`src/hdl/lpcd_pkg.sv`:
```
// Constants and types shared by both ends of the command link.
// Assumes one system clock shared by controller and device ends.
// How it works
// - Command lines sampled on rising clock only
// - Chip select high starts no command
// - Deselect and no-operation leave state untouched
// - Activate opens addressed row in bank
// - Read starts burst at given column
// - Write starts burst at given column
// - Address bit ten selects auto precharge once
// - Auto precharge closes row after burst
// - Terminate with CKE high, else deep_power_down
// - Controller terminates only plain read bursts
// - Terminate cuts latest read, row stays open
// - Precharge all banks when bit ten high
// - Controller waits precharge time, then activates
// - Controller precharges before opening other row
// - Refresh with CKE high, else self refresh
// - Refresh uses internal counter for cycle time
// - Controller issues every auto refresh separately
// - Self refresh ignores all but CKE
// - Mode load only when idle, then wait
// - Bank bits choose mode, extended, status register
// - Mask low stores byte, high keeps memory
// - Controller keeps clock until bursts complete
// - Controller refreshes around self refresh
// - Deep power-down loses stored contents
package lpcd_pkg;
  localparam int ROW_W      = 14;
  localparam int COL_W      = 10;
  localparam int ADDR_W     = 14;
  localparam int BANK_W     = 2;
  localparam int NBANK      = 4;
  localparam int DATA_W     = 16;
  localparam int BYTES      = DATA_W / 8;
  localparam int AP_BIT     = 10;
  localparam int BURST_LEN  = 4;
  localparam int CLK_MHZ    = 125;
  localparam int T_RFC_NS   = 72;
  localparam int T_RP_NS    = 15;
  localparam int T_MRD_NS   = 10;
  localparam int RFC_CYC    = (T_RFC_NS * CLK_MHZ + 999) / 1000;
  localparam int RP_CYC     = (T_RP_NS * CLK_MHZ + 999) / 1000;
  localparam int MRD_CYC    = (T_MRD_NS * CLK_MHZ + 999) / 1000;
  localparam logic [1:0] MR_STD = 2'h0;
  localparam logic [1:0] MR_EXT = 2'h2;
  localparam logic [1:0] MR_STS = 2'h1;

  // Command pins: cs_n, ras_n, cas_n, we_n
  typedef enum logic [3:0] {
    LPCD_NOP   = 4'h7,
    LPCD_ACT   = 4'h3,
    LPCD_RD    = 4'h5,
    LPCD_WR    = 4'h4,
    LPCD_BST   = 4'h6,
    LPCD_PRE   = 4'h2,
    LPCD_REF   = 4'h1,
    LPCD_MRS   = 4'h0,
    LPCD_DESEL = 4'hF
  } lpcd_cmd_e;
endpackage : lpcd_pkg

```
`src/hdl/lpcd_if.sv`:
```
// Command, address and write-data link between controller and device.
// Assumes both ends run on one clock; write data travels with its mask.
interface lpcd_if;
  logic                        cke;
  logic                        cs_n;
  logic                        ras_n;
  logic                        cas_n;
  logic                        we_n;
  logic [lpcd_pkg::BANK_W-1:0] ba;
  logic [lpcd_pkg::ADDR_W-1:0] addr;
  logic                        wd_valid;
  logic [lpcd_pkg::DATA_W-1:0] wd;
  logic [lpcd_pkg::BYTES-1:0]  dm;
  logic                        wd_ready;

  modport ctrl (
    output cke, cs_n, ras_n, cas_n, we_n, ba, addr, wd_valid, wd, dm,
    input  wd_ready
  );
  modport dev (
    input  cke, cs_n, ras_n, cas_n, we_n, ba, addr, wd_valid, wd, dm,
    output wd_ready
  );
endinterface : lpcd_if

```
`src/hdl/lpcd_fifo.sv`:
```
// Small flip-flop FIFO with valid/ready on both sides.
// Assumes a single clock and asynchronous active-low reset.
module lpcd_fifo #(
  parameter int WIDTH = 18,
  parameter int DEPTH = 4
) (
  input  wire logic             clk_sys_i,
  input  wire logic             rst_n_i,
  input  wire logic             in_valid_i,
  input  wire logic [WIDTH-1:0] in_data_i,
  output logic                  in_ready_o,
  output logic                  out_valid_o,
  output logic [WIDTH-1:0]      out_data_o,
  input  wire logic             out_ready_i
);
  localparam int AW = $clog2(DEPTH);
  // Refuse depths the wrapping pointers cannot serve
  if (DEPTH < 2 || (1 << AW) != DEPTH)
  begin : g_bad_depth
    $error("lpcd_fifo depth must be a power of two");
  end

  typedef struct packed {
    logic [DEPTH-1:0][WIDTH-1:0] mem;
    logic [AW-1:0]               wp;
    logic [AW-1:0]               rp;
    logic [AW:0]                 cnt;
  } lpcd_fifo_s;

  lpcd_fifo_s st_reg;
  lpcd_fifo_s st_next;
  logic       push;
  logic       pop;

  // Handshakes and pointer update
  always_comb
  begin
    push    = in_valid_i && (st_reg.cnt != (AW+1)'(DEPTH));
    pop     = out_ready_i && (st_reg.cnt != '0);
    st_next = st_reg;
    if (push)
    begin
      st_next.mem[st_reg.wp] = in_data_i;
      st_next.wp = st_reg.wp + 1'b1;
    end
    if (pop)
      st_next.rp = st_reg.rp + 1'b1;
    st_next.cnt = st_reg.cnt + {{AW{1'b0}}, push} - {{AW{1'b0}}, pop};
  end

  // State register
  always_ff @(posedge clk_sys_i or negedge rst_n_i)
  begin
    if (!rst_n_i)
      st_reg <= '0;
    else
      st_reg <= st_next;
  end

  assign in_ready_o  = st_reg.cnt != (AW+1)'(DEPTH);
  assign out_valid_o = st_reg.cnt != '0;
  assign out_data_o  = st_reg.mem[st_reg.rp];
endmodule : lpcd_fifo

```
`src/hdl/lpcd_dev.sv`:
```
// Device end: decodes commands, tracks banks, stores masked write data.
// Assumes controller keeps its own timing obligations.
module lpcd_dev #(
  parameter int MEM_WORDS = 16
) (
  input  wire logic                        clk_sys_i,
  input  wire logic                        rst_n_i,
  lpcd_if.dev                              link,
  output logic [lpcd_pkg::NBANK-1:0]       bank_open_o,
  output logic                             rd_busy_o,
  output logic                             refreshing_o,
  output logic                             self_refresh_o,
  output logic                             deep_power_down_o,
  output logic [lpcd_pkg::ROW_W-1:0]       refresh_row_o,
  output logic [lpcd_pkg::ADDR_W-1:0]      mode_std_o,
  output logic [lpcd_pkg::ADDR_W-1:0]      mode_ext_o,
  output logic [lpcd_pkg::ADDR_W-1:0]      mode_sts_o,
  output logic                             wr_strobe_o,
  output logic [$clog2(MEM_WORDS)-1:0]     wr_index_o,
  output logic [lpcd_pkg::DATA_W-1:0]      wr_word_o
);
  localparam int IW = $clog2(MEM_WORDS);
  localparam int CW = 8;
  localparam int FW = lpcd_pkg::DATA_W + lpcd_pkg::BYTES;
  // Refuse sizes the index and timer widths cannot serve
  if (MEM_WORDS < 2 || (1 << IW) != MEM_WORDS || lpcd_pkg::RFC_CYC > 255)
  begin : g_bad_param
    $error("lpcd_dev parameters out of range");
  end

  typedef struct packed {
    logic [lpcd_pkg::NBANK-1:0]                          open;
    logic [lpcd_pkg::NBANK-1:0][lpcd_pkg::ROW_W-1:0]     row;
    logic                                                rd_act;
    logic                                                rd_ap;
    logic [lpcd_pkg::BANK_W-1:0]                         rd_bank;
    logic [CW-1:0]                                       rd_cnt;
    logic                                                wr_act;
    logic                                                wr_ap;
    logic [lpcd_pkg::BANK_W-1:0]                         wr_bank;
    logic [CW-1:0]                                       wr_cnt;
    logic [IW-1:0]                                       wr_col;
    logic [CW-1:0]                                       ref_cnt;
    logic                                                refr;
    logic                                                sref;
    logic                                                deep_power_down;
    logic [lpcd_pkg::ROW_W-1:0]                          ref_row;
    logic [2:0][lpcd_pkg::ADDR_W-1:0]                    mode;
    logic [MEM_WORDS-1:0][lpcd_pkg::DATA_W-1:0]          mem;
    logic                                                wstb;
    logic [IW-1:0]                                       widx;
    logic [lpcd_pkg::DATA_W-1:0]                         wword;
  } lpcd_dev_s;

  lpcd_dev_s st_reg;
  lpcd_dev_s st_next;
  logic [3:0] cmd;
  logic       ap;
  logic       f_valid;
  logic       f_ready;
  logic [FW-1:0] f_data;
  logic [lpcd_pkg::DATA_W-1:0] merged;

  // Commands taken on the rising clock edge only
  assign cmd = {link.cs_n, link.ras_n, link.cas_n, link.we_n};
  assign ap  = link.addr[lpcd_pkg::AP_BIT];

  // Write data buffered ahead of the array
  lpcd_fifo #(
    .WIDTH (FW),
    .DEPTH (4)
  ) u_wfifo (
    .clk_sys_i   (clk_sys_i),
    .rst_n_i     (rst_n_i),
    .in_valid_i  (link.wd_valid),
    .in_data_i   ({link.dm, link.wd}),
    .in_ready_o  (link.wd_ready),
    .out_valid_o (f_valid),
    .out_data_o  (f_data),
    .out_ready_i (f_ready)
  );

  // Drain only while a write burst needs beats
  assign f_ready = st_reg.wr_act && !st_reg.deep_power_down;

  // Byte merge: mask low writes, mask high keeps old byte
  always_comb
  begin
    merged = st_reg.mem[st_reg.wr_col];
    for (int b = 0; b < lpcd_pkg::BYTES; b++)
    begin
      if (!f_data[lpcd_pkg::DATA_W + b])
        merged[b*8 +: 8] = f_data[b*8 +: 8];
    end
  end

  // Command decode and bank bookkeeping
  always_comb
  begin
    st_next = st_reg;
    st_next.wstb = 1'b0;
    // Refresh timer runs regardless of new commands
    if (st_reg.ref_cnt != '0)
      st_next.ref_cnt = st_reg.ref_cnt - 1'b1;
    // Read burst countdown, auto precharge at end
    if (st_reg.rd_act)
    begin
      st_next.rd_cnt = st_reg.rd_cnt - 1'b1;
      if (st_reg.rd_cnt == CW'(1))
      begin
        st_next.rd_act = 1'b0;
        if (st_reg.rd_ap)
          st_next.open[st_reg.rd_bank] = 1'b0;
      end
    end
    // Write beats consume FIFO words
    if (f_ready && f_valid)
    begin
      st_next.mem[st_reg.wr_col] = merged;
      st_next.wstb  = 1'b1;
      st_next.widx  = st_reg.wr_col;
      st_next.wword = merged;
      st_next.wr_col = st_reg.wr_col + 1'b1;
      st_next.wr_cnt = st_reg.wr_cnt - 1'b1;
      if (st_reg.wr_cnt == CW'(1))
      begin
        st_next.wr_act = 1'b0;
        if (st_reg.wr_ap)
          st_next.open[st_reg.wr_bank] = 1'b0;
      end
    end
    if (st_reg.deep_power_down)
    begin
      // Array unpowered; leave only with reset
      st_next.mem = '0;
    end
    else if (st_reg.sref)
    begin
      if (link.cke)
        st_next.sref = 1'b0;
    end
    else if (cmd[3] || cmd == lpcd_pkg::LPCD_NOP)
    begin
      // Nothing new; bursts and refresh carry on
      st_next.sref = st_reg.sref;
    end
    else
    begin
      case (cmd)
        lpcd_pkg::LPCD_ACT:
        begin
          if (link.cke)
          begin
            st_next.open[link.ba] = 1'b1;
            st_next.row[link.ba]  = link.addr[lpcd_pkg::ROW_W-1:0];
          end
        end
        lpcd_pkg::LPCD_RD:
        begin
          st_next.rd_act  = 1'b1;
          st_next.rd_ap   = ap;
          st_next.rd_bank = link.ba;
          st_next.rd_cnt  = CW'(lpcd_pkg::BURST_LEN);
        end
        lpcd_pkg::LPCD_WR:
        begin
          st_next.wr_act  = 1'b1;
          st_next.wr_ap   = ap;
          st_next.wr_bank = link.ba;
          st_next.wr_cnt  = CW'(lpcd_pkg::BURST_LEN);
          st_next.wr_col  = link.addr[IW-1:0];
        end
        lpcd_pkg::LPCD_BST:
        begin
          if (link.cke)
            st_next.rd_act = 1'b0;
          else
            st_next.deep_power_down = 1'b1;
        end
        lpcd_pkg::LPCD_PRE:
        begin
          if (ap)
            st_next.open = '0;
          else
            st_next.open[link.ba] = 1'b0;
        end
        lpcd_pkg::LPCD_REF:
        begin
          st_next.ref_row = st_reg.ref_row + 1'b1;
          if (link.cke)
            st_next.ref_cnt = CW'(lpcd_pkg::RFC_CYC);
          else
            st_next.sref = 1'b1;
        end
        lpcd_pkg::LPCD_MRS:
        begin
          case (link.ba)
            lpcd_pkg::MR_STD: st_next.mode[0] = link.addr;
            lpcd_pkg::MR_EXT: st_next.mode[1] = link.addr;
            lpcd_pkg::MR_STS: st_next.mode[2] = link.addr;
            default:          st_next.mode[0] = st_reg.mode[0];
          endcase
        end
        default:
          st_next.sref = st_reg.sref;
      endcase
    end
    // Refresh flag registered so the output comes from a flop
    st_next.refr = (st_next.ref_cnt != '0);
  end

  // State register
  always_ff @(posedge clk_sys_i or negedge rst_n_i)
  begin
    if (!rst_n_i)
      st_reg <= '0;
    else
      st_reg <= st_next;
  end

  assign bank_open_o       = st_reg.open;
  assign rd_busy_o         = st_reg.rd_act;
  assign refreshing_o      = st_reg.refr;
  assign self_refresh_o    = st_reg.sref;
  assign deep_power_down_o = st_reg.deep_power_down;
  assign refresh_row_o     = st_reg.ref_row;
  assign mode_std_o        = st_reg.mode[0];
  assign mode_ext_o        = st_reg.mode[1];
  assign mode_sts_o        = st_reg.mode[2];
  assign wr_strobe_o       = st_reg.wstb;
  assign wr_index_o        = st_reg.widx;
  assign wr_word_o         = st_reg.wword;
endmodule : lpcd_dev

```
`src/flat_wrapper.sv`:
```
// flat-port wrapper written by rule: the top's interface ports become plain ports
module lpcd_dev_flat 
#(
  parameter int MEM_WORDS = 16
)
  (clk_sys_i, rst_n_i, bank_open_o, rd_busy_o, refreshing_o, self_refresh_o, deep_power_down_o, refresh_row_o, mode_std_o, mode_ext_o, mode_sts_o, wr_strobe_o, wr_index_o, wr_word_o, link_cke, link_cs_n, link_ras_n, link_cas_n, link_we_n, link_ba, link_addr, link_wd_valid, link_wd, link_dm, link_wd_ready);
  lpcd_if link_i ();
  input  wire logic clk_sys_i;
  input  wire logic rst_n_i;
  output logic [lpcd_pkg::NBANK-1:0] bank_open_o;
  output logic rd_busy_o;
  output logic refreshing_o;
  output logic self_refresh_o;
  output logic deep_power_down_o;
  output logic [lpcd_pkg::ROW_W-1:0] refresh_row_o;
  output logic [lpcd_pkg::ADDR_W-1:0] mode_std_o;
  output logic [lpcd_pkg::ADDR_W-1:0] mode_ext_o;
  output logic [lpcd_pkg::ADDR_W-1:0] mode_sts_o;
  output logic wr_strobe_o;
  output logic [$clog2(MEM_WORDS)-1:0] wr_index_o;
  output logic [lpcd_pkg::DATA_W-1:0] wr_word_o;
  input wire logic [$bits(link_i.cke)-1:0] link_cke;
  input wire logic [$bits(link_i.cs_n)-1:0] link_cs_n;
  input wire logic [$bits(link_i.ras_n)-1:0] link_ras_n;
  input wire logic [$bits(link_i.cas_n)-1:0] link_cas_n;
  input wire logic [$bits(link_i.we_n)-1:0] link_we_n;
  input wire logic [$bits(link_i.ba)-1:0] link_ba;
  input wire logic [$bits(link_i.addr)-1:0] link_addr;
  input wire logic [$bits(link_i.wd_valid)-1:0] link_wd_valid;
  input wire logic [$bits(link_i.wd)-1:0] link_wd;
  input wire logic [$bits(link_i.dm)-1:0] link_dm;
  output wire logic [$bits(link_i.wd_ready)-1:0] link_wd_ready;
  assign link_i.cke = link_cke;
  assign link_i.cs_n = link_cs_n;
  assign link_i.ras_n = link_ras_n;
  assign link_i.cas_n = link_cas_n;
  assign link_i.we_n = link_we_n;
  assign link_i.ba = link_ba;
  assign link_i.addr = link_addr;
  assign link_i.wd_valid = link_wd_valid;
  assign link_i.wd = link_wd;
  assign link_i.dm = link_dm;
  assign link_wd_ready = link_i.wd_ready;
  lpcd_dev #(.MEM_WORDS(MEM_WORDS)) u_core (.clk_sys_i(clk_sys_i), .rst_n_i(rst_n_i), .link(link_i), .bank_open_o(bank_open_o), .rd_busy_o(rd_busy_o), .refreshing_o(refreshing_o), .self_refresh_o(self_refresh_o), .deep_power_down_o(deep_power_down_o), .refresh_row_o(refresh_row_o), .mode_std_o(mode_std_o), .mode_ext_o(mode_ext_o), .mode_sts_o(mode_sts_o), .wr_strobe_o(wr_strobe_o), .wr_index_o(wr_index_o), .wr_word_o(wr_word_o));
endmodule
```
`config.mk`:
```
export PLATFORM = sky130hd
export DESIGN_NAME = lpcd_dev_flat
export DESIGN_NICKNAME = d
export VERILOG_FILES = /design/src/hdl/lpcd_pkg.sv /design/src/hdl/lpcd_if.sv /design/src/hdl/lpcd_fifo.sv /design/src/hdl/lpcd_dev.sv /design/src/flat_wrapper.sv
export SDC_FILE = /design/constraint.sdc
export NUM_CORES = 1
export LEC_CHECK = 0
export ABC_CLOCK_PERIOD_IN_PS = 6570
export BUFFER_PORTS_ARGS = -buffer_cell sky130_fd_sc_hd__buf_2
export CAP_MARGIN = 15
export CORE_AREA = 2 2 268 270
export DETAILED_ROUTE_END_ITERATION = 12
export DIE_AREA = 0 0 270 272
export GPL_TIMING_DRIVEN = 0
export PLACE_DENSITY = 0.49
export SYNTH_ARGS = -nofsm -noshare
export SYNTH_HDL_FRONTEND = slang
export SYNTH_SLANG_ARGS = --single-unit
```
`constraint.sdc`:
```
create_clock -name clk_sys_i -period 6.57 [get_ports clk_sys_i]
set_input_delay 0.657 -clock clk_sys_i [delete_from_list [all_inputs] [get_ports clk_sys_i]]
set_output_delay 0.657 -clock clk_sys_i [all_outputs]
set_load 0.01 [all_outputs]
```
==> run_results.csv, run 1 <==
group,metric,value,unit
yosys,ys.warnings.count,0,
detailed_routing,wl_per_cell,22.0,microns
setup_path,timing.rr.start,"u_core.st_reg[344]",
die,dieHeight,272,microns
run,drv_cap,0,
die,core-area,0.0708,sq mm
clock_tree,cts_tree,"yes",
finish,drive_gt1_share,29.0,%
power,total_power,7820,uW
clock_tree,clock_path_buffers,3,
setup_path,crit_path_frequent_cell,"buf_2",
global_routing,grt_use_total,17.5,%
sta,min_period_over_period,49.9,%
hold_path,hold_path.startpoint,"link_addr[4]",
setup_path,path_buf_inv,5,
global_routing,overflow,0,
setup_path,slowest_delay,0.65,ns
sta,finalSetupViolations,0,
global_routing,grt_pass1_vias,15400,
finish,diodes,0,
sta,maxSlewViolCount,0,
finish,final_util,34.9,%
power,power_density,317,mW/mm^2
power,p_seq_share,41.9,%
yosys,syn_nets,1812,
setup_path,r2r_setup_slack,3.29,ns
setup_path,cp.arrival,3.79,ns
die,ios,128,
yosys,syn_avg_cell_area,12.0,sq um
die,row_count,98,
setup_path,slowest_stage,"nor2_1",
yosys,synthCells,1752,
clock_tree,clk_pin_slew,0.06,ns
setup_path,reg2reg_to,"u_core.st_reg[36]",
hold_path,hold_path_depth,2,
detailed_routing,drcViolationCount,0,
detailed_routing,drtAntennaViolNets,0,
sta,final.setup.tns,0,ns
finish,nets,1995,
setup_path,crit_chain,"buf_4 > buf_6 > buf_2 > inv_1 > ha_1 > and3_1 > buf_2 > nor2_1 > a22o_1",
global_routing,grt_pass1_wl,98400,microns
yosys,async_flop_share,100,%
setup_path,crit_family,"buffers and inverters",
die,die_w,270,microns
setup_path,cp-startpoint,"u_core.st_reg[344]",
die,dieArea,0.0734,sq mm
setup_path,endpoint_kind,"flop",
sta,min_period,3.28,ns
global_routing,grt_max_degree,122,
setup_path,worstSetupPathType,"flop to flop",
clock_tree,ctsRootBufferMaster,"clkbuf_16",
power,p_int,5400,uW
clock_tree,cts_sinks,455,
sta,slew_headroom,30.7,%
power,ir_worst_vdd,179,uV
global_routing,antenna_found_initial,0,
yosys,synth_top_cell_area_share,54.1,%
power,swShare,31.0,%
sta,finalHoldViolCount,0,
power,p_clk_share,36.7,%
yosys,synth_cell_types,68,
setup_path,required,7.09,ns
yosys,synth_area,0.0211,sq mm
power,p_leak,0.0114,uW
hold_path,hp-class,"primary input to flop",
setup_path,rr_worst_depth,9,
detailed_routing,firstDrtPassIters,5,
place,hpwlAfterDp,45300,microns
clock_tree,cts.htree.levels,2,
yosys,synth_enable_flop_cells,0,
clock_tree,post_cts_resized,0,
detailed_routing,drt_iter0_markers,1299,
power,combPwrFrac,21.4,%
yosys,synth_ff_type,"dfrtp_1",
clock_tree,holdBufCountCts,1,
place,io_buffer_count,124,
finish,largest_register_ffs,291,
yosys,yosys.area.top_type,"dfrtp_1",
status,outcome,"finished clean",
detailed_routing,wl,64300,microns
die,initial_core_util,29.8,%
clock_tree,cts_setup_buffers,0,
detailed_routing,viasPerCell,5.18,
setup_path,crit_fanout,10,
finish,syn_to_final_growth,17.1,%
setup_path,start_kind,"flop",
sta,tightest_slew,1.03,ns
yosys,netlist_top_cells_area,"dfrtp_1 (54%), mux4_2 (6.8%), mux2_2 (6.5%)",
sta,fin_skew,0.0246,ns
clock_tree,numCtsBuffers,50,
yosys,ys_seq_area_share,54.1,%
hold_path,holdPathEnd,"u_core.mode_std_o[4]",
sta,rsz0062_at_grt,"false",
power,switching_power,2430,uW
clock_tree,clk_latency,0.60,ns
place,gp_congestion,0.861,
yosys,ys_ff_latch,455,
detailed_routing,via_count,15200,
sta,clock.fmax,305,MHz
metal layers:
layer  track usage (%)  wire length (microns)
met4              5.95                   1890
met1              24.4                  29000
met3              3.36                   3960
met5                 0                      0
met2              27.2                  29400
cells in the mapped netlist (25+ instances only):
master and count:
buf_4 89, mux4_2 64, nand3_1 179, dfrtp_1 455
and3_1 25, o21ai_0 170, buf_2 28, mux2_2 121
nand2_1 56, nor2_1 54, clkbuf_1 74, mux2i_1 37
a22o_1 72
through the flow:
| step | hold WS, ns | area (sq um) | setup WS, ns | instances |
|---|---|---|---|---|
| floorplan | 0.361 | 21100 | 3.81 | 1752 |
| global placement | 0.461 | 22900 | -4.36 | 2826 |
| detailed placement | 0.465 | 23000 | 3.31 | 2830 |
| CTS | 0.289 | 24700 | 3.29 | 2922 |
| global route | 0.310 | 24700 | 3.11 | 2924 |
| finish | 0.324 | 24700 | 3.29 | 2924 |
cell type report:
type / instances / area, sq um
clock buffer: 69 / 1410
multi-input combinational: 1073 / 8450
sequential: 455 / 11400
timing repair buffer: 131 / 766
inverter: 23 / 86.3
fill: 7108 / 46100
clock inverter: 22 / 241
tap: 950 / 1190
buffer: 201 / 1140
cell families (layout without fill, tap and decap cells):
| kind of cell | count (synthesis) | in the layout | synth area share (%) |
|---|---|---|---|
| AO/OA/AOI/OAI | 381 | 381 | 11.9 |
| XOR/XNOR | 37 | 37 | 1.54 |
| adder cells (fa/ha/maj) | 18 | 18 | 1.10 |
| buffers and inverters | 224 | 446 | 5.84 |
| flip-flops | 455 | 455 | 54.1 |
| multiplexers | 232 | 232 | 15.6 |
| AND/OR/NAND/NOR | 405 | 405 | 9.91 |
power by group through the flow:
| stage | logic [uW] | clock network, uW | registers [uW] |
|---|---|---|---|
| 5_1_grt | 1800 | 3060 | 3310 |
| 2_1_floorplan | 1030 | 0 | 3270 |
| 6_report | 1680 | 2870 | 3280 |
| 3_5_place_dp | 1660 | 0 | 3330 |
| 3_3_place_gp | 1620 | 0 | 3310 |
| 4_1_cts | 1670 | 2930 | 3280 |
worst max-delay path by stage:
stage / cells after the start / slack, ns / end
CTS: 8 / 3.29 / u_core.st_reg[89]
global route: 9 / 3.11 / u_core.st_reg[56]
global placement: 1 / -4.36 / u_core.st_reg[221]
finish: 9 / 3.29 / u_core.st_reg[36]
detailed placement: 8 / 3.31 / u_core.st_reg[89]
floorplan: 14 / 3.81 / u_core.u_wfifo.st_reg[2]
layout by cell type, fill, tap and decap left out, types with 13 or more instances in the layout:
master / netlist / routed
xnor2_1: 21 / 21
buf_2: 28 / 151
o21bai_1: 18 / 18
mux2i_1: 37 / 37
nand3_1: 179 / 179
clkbuf_1: 74 / 85
nor3_1: 16 / 16
nand2_1: 56 / 56
clkinv_2: 0 / 15
ha_1: 17 / 17
a21oi_1: 14 / 14
dfrtp_1: 455 / 455
xor2_1: 16 / 16
inv_1: 21 / 21
a22o_1: 72 / 72
buf_4: 89 / 91
clkbuf_16: 0 / 51
a31o_2: 14 / 14
and3_1: 25 / 25
mux4_2: 64 / 64
o21ai_0: 170 / 170
mux2_2: 121 / 121
nor2_1: 54 / 54
o21ai_1: 13 / 13
worst register-to-register path, delay by kind of cell (launching register included):
| family | cells | cell delay (ns) |
|---|---|---|
| buffers and inverters | 5 | 1.29 |
| flip-flops | 1 | 0.40 |
| adder cells (fa/ha/maj) | 1 | 0.40 |
| AND/OR/NAND/NOR | 2 | 0.87 |
| AO/OA/AOI/OAI | 1 | 0.26 |
(Power assumes the default switching activity.)
==> run 2, diff against run 1 <==
Settings changed: ABC_CLOCK_PERIOD_IN_PS 6570 to 2700, PLACE_DENSITY 0.49 to 0.51.
Clock period 6.57 ns to 2.7 ns, I/O delays scaled along.
==> run 2 against run 1 <==
  * Final cell count up 1.5%
  * Combinational power rose to 2.6 times the previous value
  * Register-to-register slack worse by 3.3 ns
  * Clock skew down 0.0099 ns
  * Critical path type unchanged
  * Global-route usage down 0.54 points
  * First-iteration DRC count down 0.15%
  * Via count up 1.4%
  * Cell area up 3.3%
  * Clock power up 140%
  * Critical path depth unchanged
  * Hold slack worse by 0.22 ns
  * Sequential cell count unchanged
==> run_results.csv, run 2 (synthesis results as in run 1) <==
group,metric,value,unit
sta,rsz0062_at_grt,"true",
place,place_ws,-0.474,ns
hold_path,holdPathEnd,"u_core.self_refresh_o",
power,ir_worst_vdd,487,uV
clock_tree,cts_tree,"yes",
finish,mostFrequentLayoutCells,"dfrtp_1 (452), nand3_1 (176), o21ai_0 (170)",
setup_path,timing.rr.start,"u_core.st_reg[345]",
finish,mostFrequentLayoutCell,"dfrtp_1",
sta,tightest_slew,0.954,ns
global_routing,overflow,0,
detailed_routing,firstDrtPassIters,5,
place,dp_cells,2830,
sta,min_period_over_period,98.5,%
finish,diodes,0,
clock_tree,clock_path_buffers,3,
sta,finalHoldViolCount,0,
global_routing,grt_pass1_vias,15600,
run,drv_cap,0,
hold_path,hold_path.startpoint,"link_ras_n",
sta,finalSetupViolations,0,
die,die_w,270,microns
clock_tree,clk_pin_slew,0.06,ns
status,outcome,"finished clean",
setup_path,reg2reg_to,"u_core.st_reg[219]",
die,row_count,98,
power,p_leak,0.0117,uW
setup_path,cp.arrival,3.10,ns
die,initial_core_util,29.8,%
sta,clock.fmax,376,MHz
sta,slew_headroom,36.4,%
sta,fin_skew,0.0147,ns
detailed_routing,drtAntennaViolNets,0,
power,total_power,19200,uW
setup_path,worstSetupPathType,"flop to flop",
place,io_buffer_count,124,
finish,syn_to_final_growth,21.0,%
die,dieHeight,272,microns
finish,final_util,36.0,%
place,placed_area,0.0230,sq mm
hold_path,hold_path_depth,4,
die,core-area,0.0708,sq mm
setup_path,slowest_stage,"ha_2",
clock_tree,cts.htree.levels,2,
global_routing,grt_pass1_wl,96700,microns
finish,final_cells,2968,
finish,stdcell_area,0.0255,sq mm
detailed_routing,wl,63000,microns
setup_path,crit_fanout,10,
finish,nets,2046,
hold_path,hp-class,"primary input to flop",
clock_tree,numCtsBuffers,48,
global_routing,antenna_found_initial,1,
sta,min_period,2.66,ns
sta,setup_ws,0.0407,ns
sta,maxSlewViolCount,0,
die,ios,128,
setup_path,crit_chain,"buf_2 > buf_6 > clkbuf_4 > inv_1 > ha_2 > nand4_1 > clkbuf_4 > nand3_1 > o21ai_0",
detailed_routing,drt_iter0_markers,1297,
global_routing,grt_use_total,17.0,%
clock_tree,cts_sinks,455,
setup_path,rr_worst_depth,9,
setup_path,endpoint_kind,"flop",
power,power_density,752,mW/mm^2
place,gp_congestion,0.860,
setup_path,required,3.14,ns
detailed_routing,drcViolationCount,0,
setup_path,slowest_delay,0.41,ns
detailed_routing,via_count,15400,
setup_path,crit_path_frequent_cell,"clkbuf_4",
global_routing,grt_max_degree,120,
finish,fillers,6988,
clock_tree,ctsRootBufferMaster,"clkbuf_16",
setup_path,start_kind,"flop",
detailed_routing,wl_per_cell,21.2,microns
finish,drive_gt1_share,32.3,%
clock_tree,clk_latency,0.58,ns
finish,largest_register_ffs,291,
die,dieArea,0.0734,sq mm
place,hpwlAfterDp,44600,microns
detailed_routing,viasPerCell,5.18,
setup_path,r2r_setup_slack,0.04,ns
[run 2: changes by cell type in the layout (fill, tap and decap cells not counted), sizes merged]
cell and delta:
buf +25, dlygate4sd3 +34, clkinv -9, bufinv -1
clkbuf -5, inv -1, o21ai +1
[run 2: what timing repair did]
action / 4_1_cts / 5_1_grt
endpoints found under the hold margin: 195 / 0
resized for setup: 84 / 36
hold buffers: 35 / 0
buffers inserted: 9 / 17
setup endpoints to repair: 258 / 240
gates cloned: 0 / 1
pin swaps: 4 / 6
[run 2: report_power, final]
part	switching, uW	leakage [uW]	internal, uW	total (uW)
clock	2760	0.000776	3990	6750
combinational	2690	0.00487	1750	4440
sequential	420	0.00608	7560	7980
[run 2: final cells by class]
cell class              count  area, sq um  share of cell area [%]
inverters                  23         88.8                   0.348
well taps                 950         1190                    4.66
multi-input cells        1074         8720                    34.2
plain buffers             195         1230                    4.84
clock buffers              71         1420                    5.57
flip-flops and latches    455        11400                    44.7
repair buffers            189         1300                    5.09
clock inverters            11          158                   0.618
[run 2: worst max-delay path by stage]
| stage | end | cells after the start | slack [ns] | from |
|---|---|---|---|---|
| 6_report | u_core.st_reg[219] | 9 | 0.04 | u_core.st_reg[345] |
| 5_1_grt | u_core.st_reg[130] | 9 | -0.07 | u_core.st_reg[344] |
| 2_1_floorplan | u_core.u_wfifo.st_reg[2] | 14 | 0.02 | u_core.deep_power_down_o |
| 4_1_cts | u_core.u_wfifo.st_reg[2] | 13 | -0.05 | u_core.u_wfifo.st_reg[2] |
| 3_5_place_dp | u_core.u_wfifo.st_reg[2] | 13 | -0.47 | u_core.u_wfifo.st_reg[1] |
| 3_3_place_gp | u_core.wr_word_o[5] | 1 | -7.76 | rst_n_i |
[run 2: through the flow]
| stage | setup TNS (ns) | hold slack (ns) |
|---|---|---|
| 3_3_place_gp | -3570.85 | 0.458 |
| 3_5_place_dp | -56.53 | 0.296 |
| 5_1_grt | -1.93 | 0.0998 |
| 6_report | 0 | 0.0991 |
| 2_1_floorplan | 0 | -0.0256 |
| 4_1_cts | -0.0814 | 0.0722 |
[run 2: critical path, delay by kind of cell (launching register included)]
kind	cells	cell delay (ns)
and+or+nand+nor	2	0.41
buffers and inverters	5	1.18
adders and majority gates	1	0.41
DFF	1	0.40
AOI/OAI and AO/OA	1	0.11
[run 2: metal layers]
layer	global-route usage [%]	share of wire [%]	wire length [microns]	vias to the layer above
met3	3.04	6.2	3890	110
met1	23.8	45	28500	7938
met4	6.24	3.1	1980	0
met2	26.2	45	28600	510
met5	0	0	0	-
li1	-	-	-	6809
